$ cat src/hw/pmo_regs.svh
// Purpose: Timing counts and reset values for the margining pulse outputs
// Assumes: 250 MHz system clock
// Notes:   Derived counts are computed from the printed rates
`ifndef PMO_REGS_SVH
`define PMO_REGS_SVH

`define PMO_CLK_HZ 250000000
`define PMO_SLOW_SRC_HZ 15625000
`define PMO_SLOW_PRESCALE (`PMO_CLK_HZ / `PMO_SLOW_SRC_HZ)
`define PMO_SLOW1_HZ 10000
`define PMO_SLOW2_HZ 1000
`define PMO_SLOW1_DIV (`PMO_CLK_HZ / `PMO_SLOW1_HZ)
`define PMO_SLOW2_DIV (`PMO_CLK_HZ / `PMO_SLOW2_HZ)
`define PMO_FINE_HZ 238
`define PMO_FINE_LIMIT (`PMO_SLOW_SRC_HZ / `PMO_FINE_HZ)
`define PMO_DIV_MIN 2
`define PMO_SUBSTEPS 16
`define PMO_SUB_BITS 4
`define PMO_FRAC_BITS 16
`define PMO_PIN_OUT_RST 1'b0
`define PMO_FAST_OE_RST 1'b1
`define PMO_SLOW_OE_RST 1'b0

`endif

$ cat src/hw/pmo_pkg.sv
// Purpose: Types shared by the margining pulse outputs
// Assumes: Nothing beyond the header of constants
// Notes:   Enumerations only
package pmo_pkg;
    typedef enum logic [2:0] {
        PMO_FP_UNUSED, PMO_FP_PWM, PMO_FP_GPO_PUSH, PMO_FP_GPO_OD, PMO_FP_GPI
    } pmo_fast_mode_e;
    typedef enum logic [1:0] {
        PMO_MRG_DISABLE, PMO_MRG_TRI_STATE, PMO_MRG_ACTIVE_TRIM, PMO_MRG_FIXED_DUTY
    } pmo_mrg_mode_e;
    typedef enum logic [1:0] {
        PMO_RS_NOMINAL, PMO_RS_LOW, PMO_RS_HIGH
    } pmo_rail_state_e;
endpackage

$ cat src/hw/pmo_pwm_channel.sv
// Purpose: One period counter with duty compare, phase preload and sub-step edge
// Assumes: i_step marks one tick of the channel's source clock
// Notes:   Duty carries four sub-step bits below the whole-count part
`timescale 1ns/1ps
`include "pmo_regs.svh"
module pmo_pwm_channel #(
    parameter int CW = 14
) (
    // Clock and reset
    input wire logic i_clk,
    input wire logic i_rstn,
    // Control
    input wire logic i_step,
    input wire logic i_restart,
    input wire logic [CW-1:0] i_div,
    input wire logic [CW+3:0] i_duty,
    input wire logic [CW-1:0] i_phase,
    // Output
    output logic o_pwm,
    output logic [3:0] o_sub
);
    logic [CW-1:0] cnt_reg;
    logic [CW-1:0] cnt_next;
    logic [CW-1:0] last;
    logic [CW-1:0] duty_int;
    logic [CW-1:0] phase_ok;
    logic wrap;

    // Divisors below the minimum behave as the minimum
    assign last = (i_div < CW'(`PMO_DIV_MIN)) ? CW'(`PMO_DIV_MIN - 1) : i_div - CW'(1);
    assign wrap = (cnt_reg >= last);
    assign phase_ok = (i_phase > last) ? '0 : i_phase;
    assign duty_int = i_duty[CW+3:4];
    assign cnt_next = i_restart ? phase_ok : (i_step ? (wrap ? '0 : cnt_reg + CW'(1)) : cnt_reg);

    // ------------------------------------------------------------
    // Period counter and compare
    // ------------------------------------------------------------
    always_ff @(posedge i_clk or negedge i_rstn) begin
        if (!i_rstn) begin
            cnt_reg <= '0;
            o_pwm <= 1'b0;
            o_sub <= 4'h0;
        end else begin
            cnt_reg <= cnt_next;
            o_pwm <= (cnt_next < duty_int);
            o_sub <= (cnt_next == duty_int) ? i_duty[3:0] : 4'h0;
        end
    end
endmodule

$ cat src/hw/pmo_margining_outputs.sv
// Purpose: Fast and slow pulse outputs with open- and closed-loop margining
// Assumes: All inputs synchronous to i_clk; ADC samples arrive as valid pulses
// Notes:   Closed-loop rail r steers fast channel r
//
// Contract
// - Fast frequency is 250 MHz over 2..16383
// - Fast pairs share one divisor
// - Fast duty has sixteen sub-steps per clock
// - Unused fast pin works as general I/O
// - Fast general outputs driven low from reset
// - Pulse pin enables unassigned companion too
// - Slow one 10 kHz, slow two 1 kHz
// - Slow three, four divide 15.625 MHz
// - Slow three, four step once per tick
// - Below 238 Hz duty resolution is 1/65536
// - Slow pins are input or pulse output
// - Each fast channel has its phase offset
// - Margining by command or two input pins
// - Open-loop uses two open-drain outputs per rail
// - Closed loop trims duty to margin target
// - Duty to voltage sense set per rail
// - Tri-state idles high-Z; disable does nothing
// - Active trim holds rail at nominal
// - Fixed mode idles at constant duty
// - Margin enable margins every enabled rail
// - Direction high selects low, else high
`timescale 1ns/1ps
`include "pmo_regs.svh"
module pmo_margining_outputs #(
    parameter int FAST_W = 14,
    parameter int SLOW_W = 24,
    parameter int ADC_W = 12,
    parameter int RAILS = 4
) (
    // Clock and reset
    input wire logic i_clk,
    input wire logic i_rstn,
    // Fast channel configuration
    input wire logic [3:0][FAST_W-1:0] i_fast_div,
    input wire logic [7:0][FAST_W+3:0] i_fast_duty,
    input wire logic [7:0][FAST_W-1:0] i_fast_phase,
    input wire pmo_pkg::pmo_fast_mode_e [7:0] i_fast_mode,
    input wire logic [7:0] i_fast_gpo,
    input wire logic [3:0] i_fast_restart,
    // Fast pins
    input wire logic [7:0] i_fast_pin,
    output logic [7:0] o_fast_out,
    output logic [7:0] o_fast_oe,
    output logic [7:0][3:0] o_fast_sub,
    output logic [7:0] o_fast_gpi,
    // Slow channel configuration
    input wire logic [3:0] i_slow_pwm_en,
    input wire logic [3:0][SLOW_W-1:0] i_slow_duty,
    input wire logic [1:0][SLOW_W-1:0] i_slow_div,
    // Slow pins
    input wire logic [3:0] i_slow_pin,
    output logic [3:0] o_slow_out,
    output logic [3:0] o_slow_oe,
    output logic [3:0] o_slow_gpi,
    // Margin selection
    input wire logic i_mrg_use_pins,
    input wire logic i_mrg_cmd_en,
    input wire logic i_mrg_cmd_low,
    input wire logic i_mrg_en_pin,
    input wire logic i_mrg_low_pin,
    // Per-rail margin configuration
    input wire logic [RAILS-1:0] i_rail_mrg_en,
    input wire pmo_pkg::pmo_mrg_mode_e [RAILS-1:0] i_rail_mode,
    input wire logic [RAILS-1:0] i_rail_rising,
    input wire logic [RAILS-1:0] i_rail_ol_en,
    input wire logic [RAILS-1:0][FAST_W+3:0] i_rail_fixed_duty,
    // Per-rail voltages
    input wire logic [RAILS-1:0] i_rail_sample_valid,
    input wire logic [RAILS-1:0][ADC_W-1:0] i_rail_vmeas,
    input wire logic [RAILS-1:0][ADC_W-1:0] i_rail_vlow,
    input wire logic [RAILS-1:0][ADC_W-1:0] i_rail_vhigh,
    input wire logic [RAILS-1:0][ADC_W-1:0] i_rail_vnom,
    // Open-loop pins and margin status
    output logic [RAILS-1:0] o_ol_up_out,
    output logic [RAILS-1:0] o_ol_up_oe,
    output logic [RAILS-1:0] o_ol_dn_out,
    output logic [RAILS-1:0] o_ol_dn_oe,
    output logic [RAILS-1:0] o_rail_margined,
    output logic [RAILS-1:0][FAST_W+3:0] o_mrg_duty
);
    import pmo_pkg::*;

    localparam int DW = FAST_W + 4;
    localparam int PW = $clog2(`PMO_SLOW_PRESCALE);

    // Decide how a fast pin is driven: {out, oe}
    function automatic logic [1:0] fast_drive(input pmo_fast_mode_e m, input logic pwm_on,
                                              input logic pwm, input logic hiz,
                                              input logic general_output_pin);
        logic [1:0] d;
        d = 2'b01;
        if (pwm_on) begin
            d = {pwm & ~hiz, ~hiz};
        end else begin
            case (m)
                PMO_FP_GPO_PUSH: d = {general_output_pin, 1'b1};
                PMO_FP_GPO_OD: d = {1'b0, ~general_output_pin};
                PMO_FP_GPI: d = 2'b00;
                default: d = 2'b01;
            endcase
        end
        return d;
    endfunction

    // Scale a 16-bit duty fraction onto a long period
    function automatic logic [SLOW_W-1:0] frac_scale(input logic [SLOW_W-1:0] div,
                                                      input logic [SLOW_W-1:0] duty);
        logic [SLOW_W+15:0] p;
        p = (SLOW_W + 16)'(div) * (SLOW_W + 16)'(duty[15:0]);
        return p[SLOW_W+15:16];
    endfunction

    // ------------------------------------------------------------
    // Margin request
    // ------------------------------------------------------------
    wire glob_en = i_mrg_use_pins ? i_mrg_en_pin : i_mrg_cmd_en;
    wire glob_low = i_mrg_use_pins ? i_mrg_low_pin : i_mrg_cmd_low;

    logic [RAILS-1:0] ctrl_active;
    logic [RAILS-1:0] rail_hiz;

    // ------------------------------------------------------------
    // Closed- and open-loop margin per rail
    // ------------------------------------------------------------
    for (genvar r = 0; r < RAILS; r++) begin : g_rail
        pmo_rail_state_e st_reg;
        pmo_rail_state_e st_next;
        logic [DW-1:0] duty_reg;
        logic [DW-1:0] duty_next;
        logic [ADC_W-1:0] target;
        logic [DW-1:0] duty_max;
        wire live = i_rail_mrg_en[r] && (i_rail_mode[r] != PMO_MRG_DISABLE);
        wire nominal = (st_reg == PMO_RS_NOMINAL);
        wire regulate = !nominal || (i_rail_mode[r] == PMO_MRG_ACTIVE_TRIM);
        wire v_under = i_rail_vmeas[r] < target;
        wire v_over = i_rail_vmeas[r] > target;
        wire go_up = i_rail_rising[r] ? v_under : v_over;
        wire go_dn = i_rail_rising[r] ? v_over : v_under;

        assign st_next = !live ? PMO_RS_NOMINAL :
                         (glob_en ? (glob_low ? PMO_RS_LOW : PMO_RS_HIGH) :
                          PMO_RS_NOMINAL);
        assign duty_max = {i_fast_div[r/2], 4'h0};

        always_comb begin
            case (st_reg)
                PMO_RS_LOW: target = i_rail_vlow[r];
                PMO_RS_HIGH: target = i_rail_vhigh[r];
                default: target = i_rail_vnom[r];
            endcase
        end

        always_comb begin
            duty_next = duty_reg;
            if (live && nominal && i_rail_mode[r] == PMO_MRG_FIXED_DUTY) begin
                duty_next = i_rail_fixed_duty[r];
            end else if (live && regulate && i_rail_sample_valid[r]) begin
                if (go_up && duty_reg < duty_max) begin
                    duty_next = duty_reg + DW'(1);
                end else if (go_dn && duty_reg != '0) begin
                    duty_next = duty_reg - DW'(1);
                end
            end
        end

        always_ff @(posedge i_clk or negedge i_rstn) begin
            if (!i_rstn) begin
                st_reg <= PMO_RS_NOMINAL;
                duty_reg <= '0;
                o_ol_up_oe[r] <= 1'b0;
                o_ol_dn_oe[r] <= 1'b0;
            end else begin
                st_reg <= st_next;
                duty_reg <= duty_next;
                // Pulling feedback to ground raises the rail, to the output lowers it
                o_ol_up_oe[r] <= i_rail_ol_en[r] && st_next == PMO_RS_HIGH;
                o_ol_dn_oe[r] <= i_rail_ol_en[r] && st_next == PMO_RS_LOW;
            end
        end

        assign o_ol_up_out[r] = 1'b0;
        assign o_ol_dn_out[r] = 1'b0;
        assign rail_hiz[r] = live && nominal && i_rail_mode[r] == PMO_MRG_TRI_STATE;
        assign ctrl_active[r] = live;
        assign o_rail_margined[r] = !nominal;
        assign o_mrg_duty[r] = duty_reg;
    end

    // ------------------------------------------------------------
    // Fast channels
    // ------------------------------------------------------------
    logic [7:0] fast_pwm;
    logic [7:0][3:0] fast_sub;
    logic [7:0] fast_on;
    logic [7:0] fast_hiz;
    logic [7:0][1:0] fast_drv;

    for (genvar c = 0; c < 8; c++) begin : g_fast
        wire [DW-1:0] duty_sel;
        if (c < RAILS) begin : g_mrg
            assign duty_sel = ctrl_active[c] ? o_mrg_duty[c] : i_fast_duty[c];
            assign fast_hiz[c] = rail_hiz[c];
        end else begin : g_plain
            assign duty_sel = i_fast_duty[c];
            assign fast_hiz[c] = 1'b0;
        end
        // The companion follows into pulse mode only while it has no job of its own
        assign fast_on[c] = (i_fast_mode[c] == PMO_FP_PWM) ||
                            (i_fast_mode[c] == PMO_FP_UNUSED &&
                             i_fast_mode[c^1] == PMO_FP_PWM);
        assign fast_drv[c] = fast_drive(i_fast_mode[c], fast_on[c], fast_pwm[c],
                                        fast_hiz[c], i_fast_gpo[c]);

        pmo_pwm_channel #(.CW(FAST_W)) u_fast (
            .i_clk(i_clk),
            .i_rstn(i_rstn),
            .i_step(1'b1),
            .i_restart(i_fast_restart[c/2]),
            .i_div(i_fast_div[c/2]),
            .i_duty(duty_sel),
            .i_phase(i_fast_phase[c]),
            .o_pwm(fast_pwm[c]),
            .o_sub(fast_sub[c])
        );
    end

    // Pins hold low and driven until configured otherwise
    always_ff @(posedge i_clk or negedge i_rstn) begin
        if (!i_rstn) begin
            o_fast_out <= {8{`PMO_PIN_OUT_RST}};
            o_fast_oe <= {8{`PMO_FAST_OE_RST}};
            o_fast_sub <= '0;
            o_fast_gpi <= '0;
        end else begin
            for (int c = 0; c < 8; c++) begin
                o_fast_out[c] <= fast_drv[c][1];
                o_fast_oe[c] <= fast_drv[c][0];
                o_fast_sub[c] <= (fast_on[c] && !fast_hiz[c]) ? fast_sub[c] : 4'h0;
            end
            o_fast_gpi <= i_fast_pin;
        end
    end

    // ------------------------------------------------------------
    // Slow channels
    // ------------------------------------------------------------
    logic [PW-1:0] pre_reg;
    wire src_tick = (pre_reg == PW'(`PMO_SLOW_PRESCALE - 1));

    always_ff @(posedge i_clk or negedge i_rstn) begin
        if (!i_rstn) begin
            pre_reg <= '0;
        end else begin
            pre_reg <= src_tick ? '0 : pre_reg + PW'(1);
        end
    end

    logic [3:0][SLOW_W-1:0] slow_div;
    logic [3:0][SLOW_W-1:0] slow_cmp;
    logic [3:0] slow_step;
    logic [3:0] slow_pwm;

    assign slow_div[0] = SLOW_W'(`PMO_SLOW1_DIV);
    assign slow_div[1] = SLOW_W'(`PMO_SLOW2_DIV);
    assign slow_div[2] = i_slow_div[0];
    assign slow_div[3] = i_slow_div[1];
    assign slow_step = {src_tick, src_tick, 2'b11};
    assign slow_cmp[0] = i_slow_duty[0];
    assign slow_cmp[1] = i_slow_duty[1];

    for (genvar s = 2; s < 4; s++) begin : g_fine
        // Long periods take a 16-bit fraction so the duty word need not track the divisor
        wire slow_long = slow_div[s] > SLOW_W'(`PMO_FINE_LIMIT);
        assign slow_cmp[s] = slow_long ? frac_scale(slow_div[s], i_slow_duty[s]) :
                                         i_slow_duty[s];
    end

    for (genvar s = 0; s < 4; s++) begin : g_slow
        pmo_pwm_channel #(.CW(SLOW_W)) u_slow (
            .i_clk(i_clk),
            .i_rstn(i_rstn),
            .i_step(slow_step[s]),
            .i_restart(!i_slow_pwm_en[s]),
            .i_div(slow_div[s]),
            .i_duty({slow_cmp[s], 4'h0}),
            .i_phase('0),
            .o_pwm(slow_pwm[s]),
            .o_sub()
        );
    end

    always_ff @(posedge i_clk or negedge i_rstn) begin
        if (!i_rstn) begin
            o_slow_out <= {4{`PMO_PIN_OUT_RST}};
            o_slow_oe <= {4{`PMO_SLOW_OE_RST}};
            o_slow_gpi <= '0;
        end else begin
            o_slow_out <= slow_pwm & i_slow_pwm_en;
            o_slow_oe <= i_slow_pwm_en;
            o_slow_gpi <= i_slow_pin;
        end
    end
endmodule

$ cat config.mk
export PLATFORM = sky130hd
export DESIGN_NAME = pmo_margining_outputs
export DESIGN_NICKNAME = d
export VERILOG_FILES = /design/src/hw/pmo_pkg.sv /design/src/hw/pmo_pwm_channel.sv /design/src/hw/pmo_margining_outputs.sv
export VERILOG_INCLUDE_DIRS = /design/src /design/src/hw
export SDC_FILE = /design/constraint.sdc
export NUM_CORES = 2
export LEC_CHECK = 0
export CAP_MARGIN = 30
export CORE_AREA = 2 2 377 379
export DETAILED_ROUTE_END_ITERATION = 16
export DIE_AREA = 0 0 379 381
export DONT_BUFFER_PORTS = 1
export PLACE_DENSITY = 0.63
export SETUP_SLACK_MARGIN = 0.5
export SLEW_MARGIN = 10
export SYNTH_ARGS = -nofsm -noshare
export SYNTH_HDL_FRONTEND = slang
export SYNTH_SLANG_ARGS = --single-unit
$ cat constraint.sdc
create_clock -name i_clk -period 7.12 [get_ports i_clk]
set_input_delay 1.424 -clock i_clk [delete_from_list [all_inputs] [get_ports i_clk]]
set_output_delay 1.424 -clock i_clk [all_outputs]
set_load 0.03 [all_outputs]
; ---- After elaboration in Yosys (flattened, before gate mapping)
; Cells that the tools add are included.
[totals]
register_bits = 412
latchBits = 0
ram_bits = 0
romBits = 0
input_bits = 803
output_inout_bits = 160
wordCells = 449
memories = 0
[op_classes]
addsub = 27
multipliers = 2
n_div = 0
order_cmp = 52
n_eq_ne = 69
shifts = 0
n_mux = 115
bitwise = 17
n_reduce_logical = 104
[ops]
columns = operator, count
row1 = $mux W14, 28
row2 = $mux W18, 20
row3 = $mux W24, 14
row4 = $add A14 B1 Y14 const B, 8
row5 = $eq A14 B14 Y1, 8
row6 = $ge A14 B14 Y1, 8
row7 = $gt A14 B14 Y1, 8
row8 = $lt A14 B14 Y1, 8
row9 = $add A24 B1 Y24 const B, 4
row10 = $lt A24 B24 Y1, 4
row11 = $pmux W12 S2, 4
row12 = $mul A24 B16 Y40, 2
row13 = $add A18 B1 Y18 const B, 4
row14 = $lt A18 B18 Y1, 4
row15 = $reduce_bool A18 Y1, 4
row16 = $sub A18 B1 Y18 const B, 4
row17 = $mux W4, 17
row18 = $lt A14 B2 Y1 const B, 4
row19 = $sub A14 B1 Y14 const B, 4
row20 = $logic_and A1 B1 Y1, 52
row21 = $eq A3 B2 Y1 const B, 16
row22 = $ge A24 B24 Y1, 2
row23 = $gt A12 B12 Y1, 4
row24 = $gt A24 B17 Y1 const B, 2
row25 = 24 further kinds, 153

; ---- Depth between registers and ports, before layout
[logic_depth]
depth_word = 9
depth_mapped = 37
depth_no_buf = 35

; ---- By module
; From an unflattened synthesis, not the netlist that was laid out.
[hier_totals]
hier_cells = 8316
hier_area_um2 = 71457.3
[modules_own_cells]
columns = module, instances, cells_each, area_each_um2
row1 = pmo_margining_outputs, 1, 4495, 37835.0
row2 = pmo_pwm_channel at g_fast[0].u_fast ..., 6, 278, 2453.6
row3 = pmo_pwm_channel at g_slow[0].u_slow ..., 3, 416, 3677.3
row4 = pmo_pwm_channel at g_slow[3].u_slow, 1, 411, 3563.4
row5 = pmo_pwm_channel at g_fast[6].u_fast, 1, 248, 2157.1
row6 = pmo_pwm_channel at g_fast[7].u_fast, 1, 246, 2148.3

; ---- Worst setup path after synthesis
; Ideal clock, no wire load.
[synth_timing]
path_type = input -> register
start = in i_slow_div[31] in the netlist's numbering
end = reg g_slow[3].u_slow.o_pwm
setup_ns = 0.066
arrival_ns = 9.104
setup_slack_ns = -2.051
path_stages = 34
n_path_buf = 2
path_cell_list = clkbuf_1 > clkbuf_1 > nand2_1 > fa_1 > inv_1 > fa_1 > fa_1 > fa_1 > fa_1 > inv_1 > fa_1 > inv_1 > ha_1 > a211oi_1 > o21bai_1 > a221o_1 > a31oi_1 > nor2b_1 > nor2_1 > o21bai_1 > a21oi_1 > xnor2_1 > mux2i_1 > ha_1 > a21o_1 > a21o_1 > a21o_1 > a21o_1 > a21o_1 > a21o_1 > a21oi_1 > o311ai_0 > a21oi_1 > o31a_1
[synth_via]
elab_chain_len = 7
[synth_rtl]
columns = element, line_no
row1 = "start, declared", pmo_margining_outputs.sv:54  ; input wire logic [1:0][SLOW_W-1:0] i_slow_div,
row2 = $sub A24 B1 Y24 or $lt A24 B2 Y1 (tied branches), pmo_pwm_channel.sv:30  ; assign last = (i_div < CW'(`PMO_DIV_MIN)) ? CW'(`PMO_DIV_MIN - 1) : i_div - CW'(1);
row3 = $mux W24, pmo_pwm_channel.sv:30
row4 = $ge A24 B24 Y1, pmo_pwm_channel.sv:31  ; assign wrap = (cnt_reg >= last);
row5 = $mux W24 (3 in series), pmo_pwm_channel.sv:34  ; assign cnt_next = i_restart ? phase_ok : (i_step ? (wrap ? '0 : cnt_reg + CW'(1)) : cnt_reg);
row6 = $lt A24 B24 Y1 *, pmo_pwm_channel.sv:46  ; o_pwm <= (cnt_next < duty_int);
row7 = "end signal, assigned", pmo_pwm_channel.sv:46
row8 = "end, declared", pmo_pwm_channel.sv:19  ; output logic o_pwm,
; Every way passes the cells marked *; elsewhere a longest branch is shown, timed or not.
; A chain may end at the register's enable or synchronous reset.

; ---- Worst setup path in the final report
[layout_timing]
start = in i_slow_duty[78] in the netlist's numbering
end = reg g_slow[3].u_slow.o_pwm
[layout_via]
elab_chain_len = 3
[layout_rtl]
columns = element, line_no
row1 = "start, declared", pmo_margining_outputs.sv:53  ; input wire logic [3:0][SLOW_W-1:0] i_slow_duty,
row2 = $mul A24 B16 Y40, pmo_margining_outputs.sv:114  ; p = (SLOW_W + 16)'(div) * (SLOW_W + 16)'(duty[15:0]);
row3 = $mux W24 *, pmo_margining_outputs.sv:279  ; assign slow_cmp[s] = slow_long ? frac_scale(slow_div[s], i_slow_duty[s]) :
row4 = $lt A24 B24 Y1 *, pmo_pwm_channel.sv:46
; Marks and branches as above.

==> flow_summary_export.csv <==
group,metric,value,unit
power,power_frac_comb,81.4,%
worst_hold_path,hp-class,"input pin to asynchronous set/reset pin",
synthesis,yosysMostFrequentCell,"inv_1",
synthesis,yosys_warnings,0,
global_routing,grt_max_degree,413,
final_layout,fin_area,0.06831,sq mm
synthesis,synth_top_area_share,19.92,%
worst_setup_path,crit_required,7.69,ns
worst_setup_path,crit_slowest_cell,"fa_2",
power,p_int,19.72,mW
routing,dr.pass1.iters,8,
sta,slew_viol_final,0,
floorplan,floorplan.initialDensity,43.90,%
worst_setup_path,r2r_start,"g_rail[0].st_reg[0]$_DFF_PN0_",
sta,tightest_slew,1.497,ns
floorplan,coreArea,0.1406,sq mm
synthesis,synth_edf_count,0,
power,power_frac_clock,8.2,%
routing,initialDrtViolationCount,3658,
power,seqPwrFrac,10.4,%
run_status,status,"finished with violations",
routing,drc,0,
synthesis,syn_inst,7185,
power,power_density,560.8,mW/mm^2
clock_network,clockBufferDepth,3,
synthesis,synth_area_leaders,"fa_1 20%, ha_1 18%, dfrtp_1 16%, inv_1 6.4%, nand2_1 5.8%",
placed_design,gp_congestion,1.028,
power,peakVddDrop,0.0008969,V
run_status,violations,"setup timing",
routing,routed_wirelength,231.0,mm
synthesis,seq_area_frac_synth,16.73,%
final_layout,fin_util,48.60,%
clock_network,cts.sinks,412,
clock_network,cts_tree,"done",
final_layout,final_nets,9598,
sta,slew_headroom,0.1857,%
synthesis,postSynthAreaPerCell,8.587,sq um
worst_setup_path,cp.arrival,8.52,ns
sta,finalCritPeriodShare,111.7,%
floorplan,io_pins,963,
synthesis,syn_area,0.06170,sq mm
worst_setup_path,end_kind,"flop",
sta,fmax,0.1257,GHz
clock_network,cts-htree-levels,2,
floorplan,fp.dieH,381,um
worst_setup_path,worstPathMaxFanout,25,
sta,min_period,7.956,ns
placed_design,place_hpwl,188.1,mm
routing,wl_per_cell,24.86,um
global_routing,grt_overflow,0,
power,p_sw,18.59,mW
sta,setup_viol,2,
worst_setup_path,crit_family,"adder cells",
placed_design,numPortBuffers,0,
clock_network,worstSkewPairLatency,0.67,ns
power,p_leak,34.56,nW
clock_network,cts_root_buffer,"clkbuf_16",
clock_network,cts_buffers,55,
power,sw_frac_of_total,48.53,%
routing,final_antenna_net_count,0,
power,power,38.30,mW
global_routing,grt_usage,31.60,%
floorplan,num_rows,138,
final_layout,n_fill_cell,13570,
synthesis,synth_common_cells,"1044 x inv_1, 951 x nand2_1, 889 x ha_1, 614 x fa_1, 404 x dfrtp_1",
sta,hold_violations,0,
synthesis,synth_seq_cells,412,
worst_setup_path,startpoint_type,"input pin",
worst_setup_path,crit_top_cell,"a21o_1",
final_layout,drive_gt1_share,8.014,%
placed_design,dp_slack,-1.632,ns
worst_setup_path,crit_type,"input pin to flop",
routing,vias,53090,
worst_setup_path,r2r-end,"g_rail[0].duty_reg[17]$_DFFE_PN0P_",
global_routing,antenna_found_initial,72,
sta,timing.hold.ws,0.4407,ns
synthesis,async_reset_ff_share,100.0,%
final_layout,syn_to_final_growth,10.71,%
flow_run,max_cap_viol_count,0,
synthesis,synthFlopType,"dfrtp_1",
global_routing,grt_first_pass_wirelength,342.2,mm
clock_network,clk_pin_slew,0.06,ns
worst_setup_path,rrSetupSlack,0.81,ns
floorplan,fp.dieW,379,um
placed_design,post_dp_cell_area,0.06574,sq mm
placed_design,dp.cells,9112,
synthesis,synth_top_area_cell,"fa_1",
worst_setup_path,critical-path-max-stage-delay,0.54,ns
synthesis,synth.distinct_cells,86,
worst_setup_path,r2r_cells,22,
routing,viasPerCell,5.714,
final_layout,largest_reg_flops,112,
floorplan,die_area,0.1444,sq mm
final_layout,final_cells,9292,
sta,finClkSkew,0.05375,ns
global_routing,grt_pass1_vias,54770,
sta,rsz0062_at_grt,"true",
sta,tns,-1.493,ns
worst_setup_path,crit_buf_inv,7,
sta,setup_slack,-0.8361,ns
## how the worst max path moves through the flow
stage / startpoint / endpoint / slack (ns) / cells after the start
finish: i_slow_duty[78] / g_slow[3].u_slow.o_pwm$_DFF_PN0_ / -0.84 / 36
global route: i_slow_duty[76] / g_slow[3].u_slow.o_pwm$_DFF_PN0_ / -1.18 / 34
CTS: i_slow_duty[78] / g_slow[3].u_slow.o_pwm$_DFF_PN0_ / -0.83 / 33
detailed placement: i_slow_duty[77] / g_slow[3].u_slow.o_pwm$_DFF_PN0_ / -1.63 / 34
global placement: i_slow_duty[77] / g_slow[3].u_slow.o_pwm$_DFF_PN0_ / -1.51 / 34
floorplan: i_slow_div[29] / g_slow[3].u_slow.o_pwm$_DFF_PN0_ / -1.25 / 35
## repair_timing
item / CTS / global route
resized for setup: 10 / 61
endpoints found under the setup margin: 4 / 18
cloned: 0 / 0
buffers inserted: 4 / 8
pin swaps: 23 / 61
hold buffers: 0 / 0
## kinds of logic after synthesis
logic type | count (synthesis) | synth area share (%)
DFF | 412 | 16.73
adders and majority gates | 1503 | 37.95
AOI/OAI and AO/OA | 1204 | 12.89
muxes | 82 | 1.332
and+or+nand+nor | 2324 | 18.01
xor gates and xnor gates | 358 | 5.082
buffers and inverters | 1301 | 7.996
other | 1 | 0.006078
## cells in the final DEF, fill, tap and decap left out, types with 65 or more instances in the layout
master   count
nand2_1    938
inv_1     1025
mux2i_1     81
o21ai_0    222
nor3_1      79
nand3_1    142
a21o_1     205
xnor2_1    169
nor2_1     357
dfrtp_1    404
ha_1       857
nand4_1    137
fa_1       597
a21oi_1    280
and2_1     317
buf_4      267
xor2_1     189
diode_2     65
## worst reg2reg max path, delay by kind of cell, from the launching register on
family          cells  cell delay, ns
xor+xnor            1            0.14
fa+ha+maj           3            1.12
compound gates     11            2.98
buf+inv             1            0.09
mux                 1            0.22
simple gates        5            1.30
flops               1            0.39
## power groups by stage
stage	Combinational (mW)	Sequential, mW	Clock [mW]
CTS	30.7	3.94	3.21
detailed placement	30.1	3.98	0
floorplan	19.8	3.49	0
global route	34.9	3.98	3.29
finish	31.2	3.98	3.14
global placement	29.6	3.98	0
## per-layer routing
layer | vias to the layer above | part of all wire (%) | track usage [%]
li1 | 24160 | - | -
met1 | 26040 | 37 | 36.96
met2 | 2285 | 45 | 50.28
met3 | 580 | 10 | 10.42
met4 | 32 | 6.8 | 18.73
met5 | - | 0.092 | 0
## layout make-up
cell class	count	area, sq um	share of cell area (%)
Antenna cell	65	162.7	0.2381
Tap cell	1890	2365	3.462
Multi-Input combinational cell	5509	47490	69.52
Timing Repair Buffer	270	2041	2.988
Clock inverter	30	462.9	0.6778
Sequential cell	412	10320	15.11
Clock buffer	72	1550	2.270
Inverter	1044	3919	5.737
Note: power is estimated with default switching activity, not from simulation.
